$ cat config.mk
export PLATFORM = sky130hd
export DESIGN_NAME = bcc_controller
export DESIGN_NICKNAME = d
export VERILOG_FILES = /design/src/bcc_pin_sync.v /design/src/bcc_controller.v
export VERILOG_INCLUDE_DIRS = /design/src /design/src/src
export SDC_FILE = /design/constraint.sdc
export NUM_CORES = 1
export LEC_CHECK = 0
export ABC_AREA = 1
export BUFFER_PORTS_ARGS = -buffer_cell sky130_fd_sc_hd__buf_2
export CELL_PAD_IN_SITES_DETAIL_PLACEMENT = 1
export CELL_PAD_IN_SITES_GLOBAL_PLACEMENT = 1
export CORE_MARGIN = 2
export CORE_UTILIZATION = 38
export DETAILED_ROUTE_END_ITERATION = 16
export GPL_TIMING_DRIVEN = 0
export MAX_ROUTING_LAYER = met4
export PLACE_DENSITY = 0.73
export SLEW_MARGIN = 20
export SYNTH_ARGS = -nofsm -noshare
export SYNTH_HDL_FRONTEND = slang
export SYNTH_SLANG_ARGS = --single-unit
$ cat constraint.sdc
create_clock -name clk_i -period 1.86 [get_ports clk_i]
set_input_delay 0.093 -clock clk_i [delete_from_list [all_inputs] [get_ports clk_i]]
set_output_delay 0.093 -clock clk_i [all_outputs]
set_load 0.005 [all_outputs]
$ cat src/bcc_consts.vh
// Constants for the bus command controller: codes and timing counts
`ifndef BCC_CONSTS_VH
`define BCC_CONSTS_VH

// ============================================================
// Cycle status codes (active-low lines read as a 3-bit value)
`define BCC_ST_IRQ_ACK 3'h0
`define BCC_ST_IO_RD 3'h1
`define BCC_ST_IO_WR 3'h2
`define BCC_ST_HALT 3'h3
`define BCC_ST_CODE 3'h4
`define BCC_ST_MEM_RD 3'h5
`define BCC_ST_MEM_WR 3'h6
`define BCC_ST_PASSIVE 3'h7

// ============================================================
// Sequencer state codes
`define BCC_S_IDLE 3'h0
`define BCC_S_STROBE 3'h1
`define BCC_S_ADDR 3'h2
`define BCC_S_EARLY 3'h3
`define BCC_S_DATA 3'h4

// ============================================================
// Timing: system clock and grant-to-command delay
`define BCC_CLK_PERIOD_NS 8
`define BCC_GRANT_DELAY_NS 105
// Least time, so round up to whole cycles
`define BCC_GRANT_DELAY_CYC \
    ((`BCC_GRANT_DELAY_NS + `BCC_CLK_PERIOD_NS - 1) / `BCC_CLK_PERIOD_NS)
`define BCC_GRANT_CNT_W 5

// ============================================================
// Pin synchroniser width: cpu clock, 3 status, strap, grant, gate
`define BCC_PIN_W 7

`endif

$ cat src/bcc_pin_sync.v
// Three-stage pin synchroniser with agreement filter
`timescale 1ns/1ps

module bcc_pin_sync #(
    parameter W = 7,
    parameter [W-1:0] INIT = {W{1'b1}}
) (
    input wire clk_i,
    input wire rst_i,
    input wire [W-1:0] pin_i,
    output reg [W-1:0] level_o
);

    reg [W-1:0] meta_reg;
    reg [W-1:0] s2_reg;
    reg [W-1:0] s3_reg;
    integer k;

    // ============================================================
    // Capture chain; only s2 reads the first stage
    always @(posedge clk_i or posedge rst_i) begin
        if (rst_i) begin
            meta_reg <= INIT;
            s2_reg <= INIT;
            s3_reg <= INIT;
        end else begin
            meta_reg <= pin_i;
            s2_reg <= meta_reg;
            s3_reg <= s2_reg;
        end
    end

    // ============================================================
    // A bit changes only once stages two and three agree
    always @(posedge clk_i or posedge rst_i) begin
        if (rst_i) begin
            level_o <= INIT;
        end else begin
            for (k = 0; k < W; k = k + 1) begin
                if (s2_reg[k] == s3_reg[k]) begin
                    level_o[k] <= s3_reg[k];
                end
            end
        end
    end

endmodule // bcc_pin_sync

$ cat src/bcc_controller.v
// Bus command controller: status decode, command strobes, bus control
`timescale 1ns/1ps
`include "bcc_consts.vh"

module bcc_controller #(
    parameter GRANT_DELAY_CYC = `BCC_GRANT_DELAY_CYC
) (
    input wire clk_i,
    input wire rst_i,
    input wire cpu_clk_i,
    input wire cycle_status_bit0_i,
    input wire cycle_status_bit1_i,
    input wire cycle_status_bit2_i,
    input wire bus_mode_strap_i,
    input wire bus_grant_n_i,
    input wire command_gate_i,
    output reg address_latch_strobe_o,
    output reg transfer_direction_o,
    output reg transceiver_enable_o,
    output reg cascade_or_periph_enable_o,
    output reg mem_read_cmd_n_o,
    output reg mem_write_cmd_n_o,
    output reg early_mem_write_cmd_n_o,
    output reg io_read_cmd_n_o,
    output reg io_write_cmd_n_o,
    output reg early_io_write_cmd_n_o,
    output reg irq_ack_cmd_n_o,
    output reg mem_cmd_oe_o,
    output reg io_cmd_oe_o
);

    // ============================================================
    // Pin synchronisation
    wire [`BCC_PIN_W-1:0] pins_w;
    wire cpu_clk_w;
    wire [2:0] status_w;
    wire strap_w;
    wire grant_n_w;
    wire gate_w;

    bcc_pin_sync #(
        .W(`BCC_PIN_W),
        .INIT(7'h7f)
    ) u_sync (
        .clk_i(clk_i),
        .rst_i(rst_i),
        .pin_i({command_gate_i, bus_grant_n_i, bus_mode_strap_i,
                cycle_status_bit2_i, cycle_status_bit1_i,
                cycle_status_bit0_i, cpu_clk_i}),
        .level_o(pins_w)
    );

    assign cpu_clk_w = pins_w[0];
    assign status_w = pins_w[3:1];
    assign strap_w = pins_w[4];
    assign grant_n_w = pins_w[5];
    assign gate_w = pins_w[6];

    // ============================================================
    // CPU clock edge detection on the filtered level
    reg cpu_clk_q_reg;
    wire cpu_fall_w;
    wire cpu_rise_w;

    always @(posedge clk_i or posedge rst_i) begin
        if (rst_i) begin
            cpu_clk_q_reg <= 1'b1;
        end else begin
            cpu_clk_q_reg <= cpu_clk_w;
        end
    end

    assign cpu_fall_w = cpu_clk_q_reg & ~cpu_clk_w;
    assign cpu_rise_w = ~cpu_clk_q_reg & cpu_clk_w;

    // ============================================================
    // Decode helpers used by sequencer and output stage
    function is_mem;
        input [2:0] st;
        begin
            is_mem = st[2] & (st != `BCC_ST_PASSIVE);
        end
    endfunction

    function is_io;
        input [2:0] st;
        begin
            is_io = (st == `BCC_ST_IO_RD) | (st == `BCC_ST_IO_WR)
                  | (st == `BCC_ST_IRQ_ACK);
        end
    endfunction

    function is_write;
        input [2:0] st;
        begin
            is_write = (st == `BCC_ST_IO_WR) | (st == `BCC_ST_MEM_WR);
        end
    endfunction

    // ============================================================
    // Grant qualification: grant must stay low the full delay
    reg [`BCC_GRANT_CNT_W-1:0] grant_cnt_reg;
    reg grant_ok_reg;

    always @(posedge clk_i or posedge rst_i) begin
        if (rst_i) begin
            grant_cnt_reg <= {`BCC_GRANT_CNT_W{1'b0}};
            grant_ok_reg <= 1'b0;
        end else if (grant_n_w) begin
            grant_cnt_reg <= {`BCC_GRANT_CNT_W{1'b0}};
            grant_ok_reg <= 1'b0;
        end else if (grant_cnt_reg <
                     GRANT_DELAY_CYC[`BCC_GRANT_CNT_W-1:0] - 5'h1) begin
            grant_cnt_reg <= grant_cnt_reg + 5'h1;
        end else begin
            grant_ok_reg <= 1'b1;
        end
    end

    // ============================================================
    // Machine cycle sequencer
    reg [2:0] state_reg;
    reg [2:0] state_next;
    reg [2:0] cyc_reg;
    reg strobe_reg;
    reg early_reg;
    reg late_reg;
    reg dir_read_reg;
    reg data_reg;
    reg cascade_reg;
    reg ack_first_reg;
    wire status_active_w;

    assign status_active_w = (status_w != `BCC_ST_PASSIVE);

    // Next-state decode
    always @* begin
        state_next = state_reg;
        case (state_reg)
            `BCC_S_IDLE: begin
                // Whichever comes last: clock low or status active
                if (status_active_w && (!cpu_clk_w || cpu_fall_w)) begin
                    state_next = `BCC_S_STROBE;
                end
            end
            `BCC_S_STROBE: begin
                if (cpu_rise_w) begin
                    state_next = `BCC_S_ADDR;
                end
            end
            `BCC_S_ADDR: begin
                if (cpu_fall_w) begin
                    state_next = `BCC_S_EARLY;
                end
            end
            `BCC_S_EARLY: begin
                if (cpu_fall_w) begin
                    state_next = `BCC_S_DATA;
                end
            end
            `BCC_S_DATA: begin
                if (!status_active_w && cpu_fall_w) begin
                    state_next = `BCC_S_IDLE;
                end
            end
            default: begin
                state_next = `BCC_S_IDLE;
            end
        endcase
    end

    always @(posedge clk_i or posedge rst_i) begin
        if (rst_i) begin
            state_reg <= `BCC_S_IDLE;
        end else begin
            state_reg <= state_next;
        end
    end

    // Cycle flags; the strobe runs in halt cycles too
    always @(posedge clk_i or posedge rst_i) begin
        if (rst_i) begin
            cyc_reg <= `BCC_ST_PASSIVE;
            strobe_reg <= 1'b0;
            early_reg <= 1'b0;
            late_reg <= 1'b0;
            dir_read_reg <= 1'b0;
            data_reg <= 1'b0;
            cascade_reg <= 1'b0;
            ack_first_reg <= 1'b1;
        end else begin
            case (state_reg)
                `BCC_S_IDLE: begin
                    if (state_next == `BCC_S_STROBE) begin
                        cyc_reg <= status_w;
                        strobe_reg <= 1'b1;
                        // Cascade only in first acknowledge cycle
                        cascade_reg <= ack_first_reg &&
                            (status_w == `BCC_ST_IRQ_ACK);
                    end
                end
                `BCC_S_STROBE: begin
                    if (cpu_rise_w) begin
                        strobe_reg <= 1'b0;
                        cascade_reg <= 1'b0;
                        // Reads turn transceivers inward early
                        dir_read_reg <= status_active_w &&
                            !is_write(cyc_reg) &&
                            (cyc_reg != `BCC_ST_HALT);
                        if (cyc_reg == `BCC_ST_IRQ_ACK) begin
                            ack_first_reg <= ~ack_first_reg;
                        end else begin
                            ack_first_reg <= 1'b1;
                        end
                    end
                end
                `BCC_S_ADDR: begin
                    if (cpu_fall_w) begin
                        // Reads, acknowledge, early writes together
                        early_reg <= 1'b1;
                        data_reg <= 1'b1;
                    end
                end
                `BCC_S_EARLY: begin
                    if (cpu_fall_w) begin
                        late_reg <= 1'b1;
                    end
                end
                `BCC_S_DATA: begin
                    if (state_next == `BCC_S_IDLE) begin
                        early_reg <= 1'b0;
                        late_reg <= 1'b0;
                        data_reg <= 1'b0;
                        dir_read_reg <= 1'b0;
                        cyc_reg <= `BCC_ST_PASSIVE;
                    end
                end
                default: begin
                    strobe_reg <= 1'b0;
                end
            endcase
        end
    end

    // ============================================================
    // Command qualification by mode, grant and gate
    wire mem_en_w;
    wire io_en_w;
    wire rd_w;
    wire wr_w;
    wire ew_w;

    // Memory always needs the grant; I/O only in system mode
    assign mem_en_w = gate_w & grant_ok_reg;
    assign io_en_w = gate_w & (strap_w | grant_ok_reg);
    assign rd_w = early_reg;
    assign wr_w = late_reg;
    assign ew_w = early_reg;

    // ============================================================
    // Registered outputs; commands are active low
    always @(posedge clk_i or posedge rst_i) begin
        if (rst_i) begin
            address_latch_strobe_o <= 1'b0;
            transfer_direction_o <= 1'b1;
            transceiver_enable_o <= 1'b0;
            cascade_or_periph_enable_o <= 1'b1;
            mem_read_cmd_n_o <= 1'b1;
            mem_write_cmd_n_o <= 1'b1;
            early_mem_write_cmd_n_o <= 1'b1;
            io_read_cmd_n_o <= 1'b1;
            io_write_cmd_n_o <= 1'b1;
            early_io_write_cmd_n_o <= 1'b1;
            irq_ack_cmd_n_o <= 1'b1;
            mem_cmd_oe_o <= 1'b0;
            io_cmd_oe_o <= 1'b0;
        end else begin
            address_latch_strobe_o <= strobe_reg;
            transfer_direction_o <= ~dir_read_reg;
            // Memory floated while grant missing; I/O only in system mode
            mem_cmd_oe_o <= grant_ok_reg;
            io_cmd_oe_o <= strap_w | grant_ok_reg;
            mem_read_cmd_n_o <= ~(rd_w & mem_en_w &
                ((cyc_reg == `BCC_ST_MEM_RD) |
                 (cyc_reg == `BCC_ST_CODE)));
            early_mem_write_cmd_n_o <= ~(ew_w & mem_en_w &
                (cyc_reg == `BCC_ST_MEM_WR));
            mem_write_cmd_n_o <= ~(wr_w & mem_en_w &
                (cyc_reg == `BCC_ST_MEM_WR));
            io_read_cmd_n_o <= ~(rd_w & io_en_w &
                (cyc_reg == `BCC_ST_IO_RD));
            early_io_write_cmd_n_o <= ~(ew_w & io_en_w &
                (cyc_reg == `BCC_ST_IO_WR));
            io_write_cmd_n_o <= ~(wr_w & io_en_w &
                (cyc_reg == `BCC_ST_IO_WR));
            // Same window as an I/O read
            irq_ack_cmd_n_o <= ~(rd_w & io_en_w &
                (cyc_reg == `BCC_ST_IRQ_ACK));
            if (strap_w) begin
                // Shared-bus transceivers need the grant; memory only here
                transceiver_enable_o <= data_reg & mem_en_w &
                    is_mem(cyc_reg);
                cascade_or_periph_enable_o <= ~(data_reg & gate_w &
                    is_io(cyc_reg));
            end else begin
                transceiver_enable_o <= data_reg & mem_en_w &
                    (is_mem(cyc_reg) | is_io(cyc_reg));
                cascade_or_periph_enable_o <= cascade_reg;
            end
        end
    end

endmodule // bcc_controller

==> summary.txt, run 1 <==
Setup path
  – RR Startpoint: u_sync.level_o[3]$_DFFE_PP1N_
  – Top delay family on crit path: simple AND/OR/NAND/NOR gates
  – WP depth: 10
  – Worst EP arrival: around 1.9 ns
  – Worst Path Required: roughly 2.1 ns
  – Crit-path max FO: 4
  – FF-to-FF setup slack: about 0.25 ns
  – CP startpoint kind: flip-flop
  – Worst path bufs/invs: 1
  – Worst path slowest cell: dfstp_2
  – Reg-to-Reg End: cyc_reg[0]$_DFFE_PP1P_
  – Origin of the worst setup path: u_sync.level_o[3]$_DFFE_PP1N_
  – Crit. End Element: flip-flop
  – CP Class: flip-flop to flip-flop
  – Cell mode on critical path: nand2_1
  – Worst path max stage delay: 0.54 ns
  – Worst setup endpoint: cyc_reg[0]$_DFFE_PP1P_
  – Cells along the critical path: inv_1 > nor2_1 > nand2_1 > nand3_1 > nand2_2 > nor2_2 > nand3_2 > nand2_2 > nand2_1 > nand2_1
  – R2R depth: 10

Global route
  – Initial antenna violation count: 0
  – Largest net degree at the start of global routing: 61
  – All-layer global routing usage: between 10% and 20%
  – Vias in the first global route: 1537
  – Routing usage on met3: 4.00%
  – GR peak layer: met2
  – First-pass GRT wire length: roughly 7000 um
  – Met1 Use GR: around 18%
  – GR Layer Usage met2: 21.6%
  – Gr ovfl total: 0

Power
  – Net switching power: between 0.001 and 0.0015 W
  – Sw Ratio: 28.7%
  – Sequential Power Share: a little under half
  – Worst VDD drop: 589 uV
  – Share of power burned in combinational logic: between 10% and 20%
  – Clk network pwr share: roughly a third
  – Internal: 0.00261 W
  – Total power draw: between 0.003 and 0.004 W
  – Pwr/cell area: 1340 nW/um2
  – Pleak: 1.26 nW

Layout
  – Post-layout util: 48.5%
  – Layout cells sized above 1: about two fifths
  – Net count, final: roughly 250
  – Syn-to-layout area delta: 21.6%
  – Final std cells w/o fill: 313
  – Commonest non-fill, non-tap cell in the layout: dfstp_2
  – Most frequent cells in the layout: dfstp_2 (42), nand2_1 (32), inv_1 (24), buf_2 (21), dfrtp_1 (18)
  – Fillers: between 600 and 700
  – Number of diodes: 0

Timing
  – Final setup vio count: 0
  – Fin Setup TNS: 0 ns
  – Actual slew at the worst max-slew pin: 0.693 ns
  – Final period utilization: 86.4%
  – Crit path time final: approximately 1.6 ns
  – Slew HR: 53.8%
  – Worst Clk Skew: between 0.009 and 0.01 ns
  – Final hold vios: 0
  – Max Slew Vio Count: 0
  – RSZ-0062 raised after global routing: false
  – Fmax: between 0.6 and 0.7 GHz

Clock tree
  – Num CTS Buffers: 9
  – Worst-Skew Late Latency: roughly 0.34 ns
  – CTS sink count: 60
  – CTS tree: done
  – Post-CTS Setup Bufs: 0
  – H-tree Lvls: 3
  – Root buffer cell: clkbuf_8
  – Hold buffer count at CTS: 8
  – Post-cts sizing count: 0
  – Clk buf depth: 2
  – Clk slew on worst S/H paths: about 0.070 ns

Die
  – Num rows: 27
  – Placeable Area: around 5600 um2
  – Number of top-level pins: 22
  – Starting Density: around 40%
  – Width of the die: ~81 um
  – Die extent in y: just over 80 um
  – Die Footprint: 6520 um2

Min path
  – Hold Path Class: flip-flop to flip-flop
  – Hold depth: 0

Synth
  – Mapped cell area: 2240 um2
  – Ranking of synthesized cells by area: dfstp_2 (49%), dfrtp_1 (20%), nand2_1 (5.4%)
  – Distinct cells, synth: 24
  – Mapped Cells: 196
  – #FFs+latches synth: 60
  – Syn Area/Cell: ~11 um2
  – Synth top area share: between 40% and 50%
  – Seq/Total Area, Yosys: 69.4%
  – Synthesis Warnings: 0
  – Syn nets: about 200
  – Leading area contributor after synthesis: dfstp_2

Drt
  – Vias: about 1.5k
  – Number of remaining DRC errors: 0
  – Initial DRC Count: 46
  – Via density: ~4.7
  – TritonRoute pass-1 iters: 4
  – Wire per inst: about 13 um
  – WL final: just over 4000 um
  – DRT antenna net count: 0

Placement
  – I/O Buffers: 21
  – GPL Wtd Cong: between 0.7 and 0.8
  – Placed Cells: just under 300
  – HPWL after detailed placement: around 2700 um

Flow run
  – Max Cap Violations: 0

Status
  – Outcome: completed
-- per-layer routing --
metal	wire (um)	up-vias
li1	-	708
met1	1890	711
met2	1850	31
met3	150	13
met4	160	0
met5	0	-
-- synthesized netlist by cell type --
cell      number
inv_2          4
a31oi_1        3
maj3_1         7
o21ai_0        6
o21ai_1        1
o41ai_1        1
nor2_4         1
nand4_1        4
a21oi_1        7
bufinv_8       1
nand3_1       14
dfrtp_1       18
nor2_2         3
nand2_1       32
nor3_1         2
nor3b_1        1
ha_1           1
o21a_1         1
inv_1         25
nand3_2        2
nor2_1        15
nand2_2        3
or2_2          2
dfstp_2       42
-- per-stage QoR --
stage | cell area (um2) | hold WS [ns] | setup WS (ns)
floorplan | 2240 | 0.0975 | 0.352
global placement | 2430 | 0.198 | -0.317
detailed placement | 2440 | 0.200 | 0.263
CTS | 2720 | 0.357 | 0.236
global route | 2720 | 0.358 | 0.114
finish | 2720 | 0.355 | 0.252
-- final cells by class --
type | count | area, um2 | share of cell area [%]
Tap cell | 72 | 90.1 | 3.31
Sequential cell | 60 | 1550 | 57.1
Timing Repair Buffer | 29 | 185 | 6.80
Inverter | 30 | 129 | 4.73
Multi-Input combinational cell | 106 | 558 | 20.5
Clock buffer | 15 | 176 | 6.48
Clock inverter | 1 | 30.0 | 1.10
-- worst min-delay path by stage --
stage	end	start
final	u_sync.s2_reg[5]$_DFF_PP1_	u_sync.meta_reg[5]$_DFF_PP1_
after global routing	u_sync.s2_reg[3]$_DFF_PP1_	u_sync.meta_reg[3]$_DFF_PP1_
after CTS	u_sync.s2_reg[5]$_DFF_PP1_	u_sync.meta_reg[5]$_DFF_PP1_
after detailed placement	u_sync.meta_reg[2]$_DFF_PP1_	cycle_status_bit1_i
after global placement	u_sync.meta_reg[2]$_DFF_PP1_	cycle_status_bit1_i
after floorplan	u_sync.meta_reg[0]$_DFF_PP1_	cpu_clk_i
-- logic make-up (layout without fill, tap and decap cells) --
group / Yosys count / after routing / synth area share (%)
simple gates: 79 / 79 / 16.5
flops: 60 / 60 / 69.4
buf+inv: 30 / 75 / 5.65
compound gates: 19 / 19 / 4.70
fa+ha+maj: 8 / 8 / 3.69
-- power by group through the flow --
stage / clock [W] / combinational [W] / sequential [W]
after floorplan: 0 / 0.000516 / 0.00174
after global routing: 0.00129 / 0.000813 / 0.00180
final: 0.00120 / 0.000701 / 0.00176
after detailed placement: 0 / 0.000695 / 0.00178
after global placement: 0 / 0.000672 / 0.00177
after CTS: 0.00124 / 0.000716 / 0.00176
Power figures use the tool's default switching activity.
==> run 2, diff against run 1 <==
--- a/config.mk
+++ b/config.mk
@@ -11,11 +11,11 @@
 export CELL_PAD_IN_SITES_DETAIL_PLACEMENT = 1
 export CELL_PAD_IN_SITES_GLOBAL_PLACEMENT = 1
 export CORE_MARGIN = 2
-export CORE_UTILIZATION = 38
+export CORE_UTILIZATION = 30
 export DETAILED_ROUTE_END_ITERATION = 16
 export GPL_TIMING_DRIVEN = 0
 export MAX_ROUTING_LAYER = met4
-export PLACE_DENSITY = 0.73
+export PLACE_DENSITY = 0.62
 export SLEW_MARGIN = 20
 export SYNTH_ARGS = -nofsm -noshare
 export SYNTH_HDL_FRONTEND = slang
==> run 2 against run 1 <==
Die area is 25% higher; total power up 6.6%; core utilization down 9.9 points; sequential share of layout area decreased by 1.6 points; combinational power shrank 0.6%; clock power is 20% higher; largest power group unchanged; sequential power hardly changed; global-route usage shrank 3.4 points; critical path depth did not move; final area grew 2.8%; hold slack got worse by 0.0026 ns; maximum frequency hardly changed.
==> summary.txt, run 2 (same netlist as run 1, synthesis figures left out) <==
Timing
  – Final hold vios: 0 (unchanged)
  – Actual slew at the worst max-slew pin: 0.724 ns (was 0.693 ns)
  – Worst Clk Skew: 0.00583 ns (was 0.00941 ns)
  – Fmax: 0.622 GHz (about the same)
  – RSZ-0062 raised after global routing: false (unchanged)
  – Slew HR: 51.8% (was 53.8%)
  – Hold_ws: 0.352 ns (was 0.355 ns)
  – Final setup vio count: 0 (unchanged)
  – Max Slew Vio Count: 0 (unchanged)
  – Crit path time final: 1.61 ns (about the same)
  – Final period utilization: 86.4% (about the same)

Min path
  – Hold Path Class: flip-flop to flip-flop (unchanged)
  – Hold depth: 0 (unchanged)
  – Hold Startpoint: u_sync.meta_reg[0]$_DFF_PP1_ (was u_sync.meta_reg[5]$_DFF_PP1_)

Power
  – Worst VDD drop: 517 uV (was 589 uV)
  – Pleak: 1.28 nW (was 1.26 nW)
  – Pwr/cell area: 1390 nW/um2 (was 1340 nW/um2)

Setup path
  – Worst path bufs/invs: 0 (was 1)
  – Crit-path max FO: 4 (unchanged)
  – Worst path slowest cell: dfstp_2 (unchanged)
  – Cell mode on critical path: nand2_1 (unchanged)
  – Worst EP arrival: 1.89 ns (about the same)
  – CP startpoint kind: flip-flop (unchanged)
  – Worst path max stage delay: 0.56 ns (was 0.54 ns)
  – WP depth: 10 (unchanged)
  – Worst Path Required: 2.14 ns (about the same)
  – Cells along the critical path: nand2_1 > nor2_1 > nand2_1 > nand3_1 > nand2_2 > nor2_2 > nand3_2 > nand2_2 > nand2_1 > nand2_1 (was inv_1 > nor2_1 > nand2_1 > nand3_1 > nand2_2 > nor2_2 > nand3_2 > nand2_2 > nand2_1 > nand2_1)
  – Origin of the worst setup path: u_sync.level_o[1]$_DFFE_PP1N_ (was u_sync.level_o[3]$_DFFE_PP1N_)
  – Top delay family on crit path: simple AND/OR/NAND/NOR gates (unchanged)
  – FF-to-FF setup slack: 0.25 ns (about the same)
  – Crit. End Element: flip-flop (unchanged)
  – CP Class: flip-flop to flip-flop (unchanged)
  – R2R depth: 10 (unchanged)
  – RR Startpoint: u_sync.level_o[1]$_DFFE_PP1N_ (was u_sync.level_o[3]$_DFFE_PP1N_)

Layout
  – Syn-to-layout area delta: 25.1% (was 21.6%)
  – Final std cells w/o fill: 340 (was 313)
  – Number of diodes: 0 (unchanged)
  – Most frequent cells in the layout: dfstp_2 (42), nand2_1 (32), inv_1 (24), buf_2 (21), dfrtp_1 (18) (unchanged)
  – Commonest non-fill, non-tap cell in the layout: dfstp_2 (unchanged)
  – Layout cells sized above 1: 39.4% (was 38.6%)
  – Net count, final: 246 (unchanged)

Clock tree
  – Hold buffer count at CTS: 8 (unchanged)
  – Clk buf depth: 2 (unchanged)
  – Root buffer cell: clkbuf_8 (unchanged)
  – CTS sink count: 60 (unchanged)
  – Num CTS Buffers: 9 (unchanged)
  – Post-cts sizing count: 0 (unchanged)
  – H-tree Lvls: 3 (unchanged)
  – CTS tree: done (unchanged)
  – Worst-Skew Late Latency: 0.33 ns (was 0.34 ns)
  – Post-CTS Setup Bufs: 0 (unchanged)
  – Clk slew on worst S/H paths: 0.07 ns (about the same)

Die
  – Placeable Area: 7250 um2 (was 5610 um2)
  – Width of the die: 90.4 um (was 80.8 um)
  – Die Footprint: 8170 um2 (was 6520 um2)
  – Number of top-level pins: 22 (unchanged)
  – Die extent in y: 90.4 um (was 80.8 um)
  – Num rows: 31 (was 27)
  – Starting Density: 30.9% (was 39.9%)

Global route
  – All-layer global routing usage: 11.7% (was 15.1%)
  – First-pass GRT wire length: 7160 um (was 6930 um)
  – Gr ovfl total: 0 (unchanged)
  – Vias in the first global route: 1490 (was 1537)
  – Largest net degree at the start of global routing: 61 (unchanged)
  – Initial antenna violation count: 0 (unchanged)

Placement
  – I/O Buffers: 21 (unchanged)
  – GPL Wtd Cong: 0.723 (was 0.782)
  – HPWL after detailed placement: 2760 um (was 2720 um)
  – Placed Cells: 316 (was 289)

Drt
  – TritonRoute pass-1 iters: 4 (unchanged)
  – Number of remaining DRC errors: 0 (unchanged)
  – Wire per inst: 11.9 um (was 12.9 um)
  – Via density: 4.27 (was 4.67)
  – WL final: 4060 um (was 4050 um)
  – Initial DRC Count: 75 (was 46)
  – DRT antenna net count: 0 (unchanged)
  – Vias: 1451 (was 1463)

Flow run
  – Max Cap Violations: 0 (unchanged)

Status
  – Outcome: completed (unchanged)
## run 2: layout make-up
class                      count  area, um2
tap                           99        124
inverter                      30        129
clock inverter                 4       95.1
multi-input combinational    106        558
sequential                    60       1550
timing repair buffer          29        185
fill                         805       4450
clock buffer                  12        155
## run 2: worst paths after layout
| kind | to |
|---|---|
| max | cyc_reg[2]$_DFFE_PP1P_ |
| min | u_sync.s2_reg[0]$_DFF_PP1_ |
| max reg2reg | cyc_reg[2]$_DFFE_PP1P_ |
| min reg2reg | u_sync.s2_reg[0]$_DFF_PP1_ |
| max in group asynchronous | strobe_reg$_DFFE_PP0P_ |
| min in group asynchronous | grant_cnt_reg[0]$_DFFE_PP0P_ |
## run 2: report_power, final
| part | switching, W | internal [W] |
|---|---|---|
| registers | 0.000161 | 0.00160 |
| clock network | 0.000483 | 0.000961 |
| logic | 0.000420 | 0.000277 |
## run 2: layer usage
layer | wire length, um | up-vias | track usage [%]
li1 | - | 711 | -
met1 | 1950 | 703 | 14.5
met2 | 1860 | 30 | 16.7
met3 | 199 | 7 | 5.43
met4 | 48 | 0 | 4.62
met5 | 0 | - | -
## run 2: worst register-to-register path: cells and delay by family, from the launching register on
family | cells | cell delay [ns]
and+or+nand+nor | 10 | 1.01
DFF | 1 | 0.56
## run 2: metrics by stage
stage | worst slack [ns] | cell area, um2 | setup TNS (ns) | utilization (%) | power [W]
4_1_cts | 0.211 | 2800 | 0 | 38.6 | 0.00397
3_3_place_gp | -0.375 | 2470 | -6.72 | 34.0 | 0.00245
5_1_grt | 0.0739 | 2800 | 0 | 38.6 | 0.00415
3_5_place_dp | 0.238 | 2470 | 0 | 34.1 | 0.00247
6_report | 0.252 | 2800 | 0 | 38.6 | 0.00390
2_1_floorplan | 0.352 | 2240 | 0 | - | 0.00225
==> run 3, diff against run 2 <==
--- a/config.mk
+++ b/config.mk
@@ -16,7 +16,8 @@
 export GPL_TIMING_DRIVEN = 0
 export MAX_ROUTING_LAYER = met4
 export PLACE_DENSITY = 0.62
-export SLEW_MARGIN = 20
+export SLEW_MARGIN = 25
 export SYNTH_ARGS = -nofsm -noshare
 export SYNTH_HDL_FRONTEND = slang
+export SYNTH_HIERARCHICAL = 1
 export SYNTH_SLANG_ARGS = --single-unit
==> run 3 against run 2 <==
First-iteration DRC count down 20%; global-route usage about the same; count of clock-buffer cells in the layout down 1; largest power group unchanged; highest routed layer unchanged; core utilization about the same; register-to-register slack gained 0.02 ns.
==> summary.txt, run 3 <==
Clock tree
  – Clk buf depth: 2 (unchanged)
  – H-tree Lvls: 3 (unchanged)
  – Post-CTS Setup Bufs: 0 (unchanged)
  – Clk slew on worst S/H paths: 0.07 ns (about the same)
  – CTS sink count: 60 (unchanged)
  – Worst-Skew Late Latency: 0.33 ns (about the same)
  – Num CTS Buffers: 9 (unchanged)
  – Root buffer cell: clkbuf_8 (unchanged)
  – Post-cts sizing count: 0 (unchanged)
  – CTS tree: done (unchanged)

Die
  – Num rows: 31 (unchanged)
  – Placeable Area: 7330 um2 (was 7250 um2)
  – Starting Density: 31.3% (was 30.9%)
  – Die Footprint: 8350 um2 (was 8170 um2)
  – Width of the die: 91.4 um (was 90.4 um)
  – Die extent in y: 91.4 um (was 90.4 um)
  – Number of top-level pins: 22 (unchanged)

Timing
  – Fin Setup TNS: 0 ns (unchanged)
  – Worst Clk Skew: 0.00991 ns (was 0.00583 ns)
  – Slew HR: 56.7% (was 51.8%)
  – Final hold vios: 0 (unchanged)
  – Crit path time final: 1.59 ns (was 1.61 ns)
  – Fmax: 0.628 GHz (was 0.622 GHz)
  – Max Slew Vio Count: 0 (unchanged)
  – Actual slew at the worst max-slew pin: 0.649 ns (was 0.724 ns)
  – Final setup vio count: 0 (unchanged)
  – RSZ-0062 raised after global routing: false (unchanged)
  – Final period utilization: 85.6% (was 86.4%)

Placement
  – Placed Cells: 339 (was 316)
  – I/O Buffers: 21 (unchanged)
  – GPL Wtd Cong: 0.767 (was 0.723)
  – HPWL after detailed placement: 2930 um (was 2760 um)

Drt
  – Vias: 1547 (was 1451)
  – WL final: 4180 um (was 4060 um)
  – DRT antenna net count: 0 (unchanged)
  – Via density: 4.26 (was 4.27)
  – TritonRoute pass-1 iters: 4 (unchanged)
  – Number of remaining DRC errors: 0 (unchanged)
  – Initial DRC Count: 60 (was 75)
  – Wire per inst: 11.5 um (was 11.9 um)

Synth
  – Syn Area/Cell: 10.5 um2 (was 11.4 um2)
  – Most common cell in the netlist: nand2_1 (was dfstp_2)
  – Synth top area share: 48.2% (was 49.3%)
  – Synthesis Warnings: 6 (was 0)
  – Distinct cells, synth: 28 (was 24)
  – Top cells by count, synth: nand2_1 (43), dfstp_2 (42), inv_1 (35) (was dfstp_2 (42), nand2_1 (32), inv_1 (25))
  – Seq/Total Area, Yosys: 67.8% (was 69.4%)
  – Syn nets: 229 (was 206)
  – #FFs+latches synth: 60 (unchanged)
  – Ys flop type: dfstp_2 (unchanged)
  – Ranking of synthesized cells by area: dfstp_2 (48%), dfrtp_1 (20%), nand2_1 (7.0%) (was dfstp_2 (49%), dfrtp_1 (20%), nand2_1 (5.4%))
  – Mapped Cells: 219 (was 196)
  – Async SR Flop Fraction: 100% (unchanged)
  – Number of synthesized flops with an enable pin: 0 (unchanged)
  – Leading area contributor after synthesis: dfstp_2 (unchanged)
  – Mapped cell area: 2290 um2 (was 2240 um2)

Power
  – Pwr/cell area: 1360 nW/um2 (was 1390 nW/um2)
  – Pleak: 1.33 nW (was 1.28 nW)
  – Worst VDD drop: 411 uV (was 517 uV)
  – Total power draw: 0.00385 W (was 0.00390 W)

Layout
  – Syn-to-layout area delta: 23.6% (was 25.1%)
  – Final std cells w/o fill: 363 (was 340)
  – Net count, final: 269 (was 246)
  – Layout cells sized above 1: 34.5% (was 39.4%)
  – Area of the multi-input gates: 591 um2 (was 558 um2)
  – Sequential cell area: 1550 um2 (unchanged)
  – Most frequent cells in the layout: nand2_1 (43), dfstp_2 (42), inv_1 (33), nor2_1 (24), buf_2 (21) (was dfstp_2 (42), nand2_1 (32), inv_1 (24), buf_2 (21), dfrtp_1 (18))
  – Number of diodes: 0 (unchanged)
  – Fillers: 839 (was 805)
  – Commonest non-fill, non-tap cell in the layout: nand2_1 (was dfstp_2)

Setup path
  – Cell mode on critical path: nand2_1 (unchanged)
  – Worst path max stage delay: 0.57 ns (was 0.56 ns)
  – Worst EP arrival: 1.87 ns (was 1.89 ns)
  – Cells along the critical path: nand3_1 > o21bai_1 > nand2_1 > nand2_1 > nand4_2 > nand2_2 > nand2_1 > nand2_1 (was nand2_1 > nor2_1 > nand2_1 > nand3_1 > nand2_2 > nor2_2 > nand3_2 > nand2_2 > nand2_1 > nand2_1)
  – Worst Path Required: 2.14 ns (about the same)
  – CP startpoint kind: flip-flop (unchanged)
  – Worst path slowest cell: dfstp_2 (unchanged)
  – Crit-path max FO: 5 (was 4)
  – Top delay family on crit path: simple AND/OR/NAND/NOR gates (unchanged)
  – Crit. End Element: flip-flop (unchanged)
  – CP Class: flip-flop to flip-flop (unchanged)
  – Worst path bufs/invs: 0 (unchanged)

Global route
  – Gr ovfl total: 0 (unchanged)
  – Largest net degree at the start of global routing: 33 (was 61)
  – First-pass GRT wire length: 7310 um (was 7160 um)
  – All-layer global routing usage: 11.7% (about the same)
  – Vias in the first global route: 1641 (was 1490)
  – Initial antenna violation count: 0 (unchanged)

Status
  – Outcome: completed (unchanged)

Min path
  – Hold Path Class: flip-flop to flip-flop (unchanged)

Flow run
  – Max Cap Violations: 0 (unchanged)
## run 3: stage by stage
stage / setup WS [ns] / utilization (%) / hold WS, ns / area, um2
floorplan: 0.528 / - / 0.0975 / 2290
global placement: 0.255 / 34.4 / 0.197 / 2520
detailed placement: 0.237 / 34.4 / 0.200 / 2520
CTS: 0.222 / 38.6 / 0.357 / 2830
global route: 0.0855 / 38.6 / 0.359 / 2830
finish: 0.268 / 38.6 / 0.355 / 2830
## run 3: final cells by class
class	count	area share [%]
Buffer	1	0.133
Clock inverter	5	3.54
Timing Repair Buffer	29	6.54
Sequential cell	60	54.9
Inverter	38	5.04
Clock buffer	11	4.64
Tap cell	99	4.37
Multi-Input combinational cell	120	20.9
## run 3: power by group
part | switching (W) | internal [W] | total (W) | leakage, nW
registers | 0.000148 | 0.00159 | 0.00174 | 0.675
logic | 0.000469 | 0.000260 | 0.000729 | 0.542
clock network | 0.000498 | 0.000887 | 0.00139 | 0.117
## run 3: final timing paths
check / start / to / slack, ns / cells past startpoint
min in group asynchronous: rst_i / grant_cnt_reg[1]$_DFFE_PP0P_ / 0.42 / 3
worst min register to register: u_sync/meta_reg[0]$_DFF_PP1_ / u_sync/s2_reg[0]$_DFF_PP1_ / 0.36 / 0
worst min-delay path: u_sync/meta_reg[0]$_DFF_PP1_ / u_sync/s2_reg[0]$_DFF_PP1_ / 0.36 / 0
worst max-delay path: u_sync/level_o[3]$_DFFE_PP1N_ / cyc_reg[2]$_DFFE_PP1P_ / 0.27 / 8
worst max register to register: u_sync/level_o[3]$_DFFE_PP1N_ / cyc_reg[2]$_DFFE_PP1P_ / 0.27 / 8
max in group asynchronous: rst_i / state_reg[1]$_DFF_PP0_ / 1.01 / 3
## run 3: cells by family (layout without fill, tap and decap cells)
logic type / after synthesis / count (layout) / share of synthesized area, %
adder cells (fa/ha/maj): 1 / 1 / 0.546
flip-flops: 60 / 60 / 67.8
AND/OR/NAND/NOR: 95 / 95 / 18.7
AO/OA/AOI/OAI: 24 / 24 / 6.55
buffers and inverters: 39 / 84 / 6.39
## run 3: worst register-to-register path, stage by stage (launching register included)
cell and delay [ns]:
dfstp_2 0.57, nand3_1 0.16, o21bai_1 0.22, nand2_1 0.07, nand2_1 0.10, nand4_2 0.19, nand2_2 0.13, nand2_1 0.06
nand2_1 0.06
## run 3: routing by layer
metal  GRT usage, %  part of all wire (%)  vias to the layer above
li1               -                     -                      767
met1           13.9                    48                      744
met2           17.8                    47                       26
met3           2.99                   3.2                       10
met4           7.20                   2.3                        0
met5              -                     0                        -
## run 3: what timing repair did
action	in CTS	in global routing
setup endpoints to repair	0	0
hold endpoints to repair	25	0
hold buffers	8	0
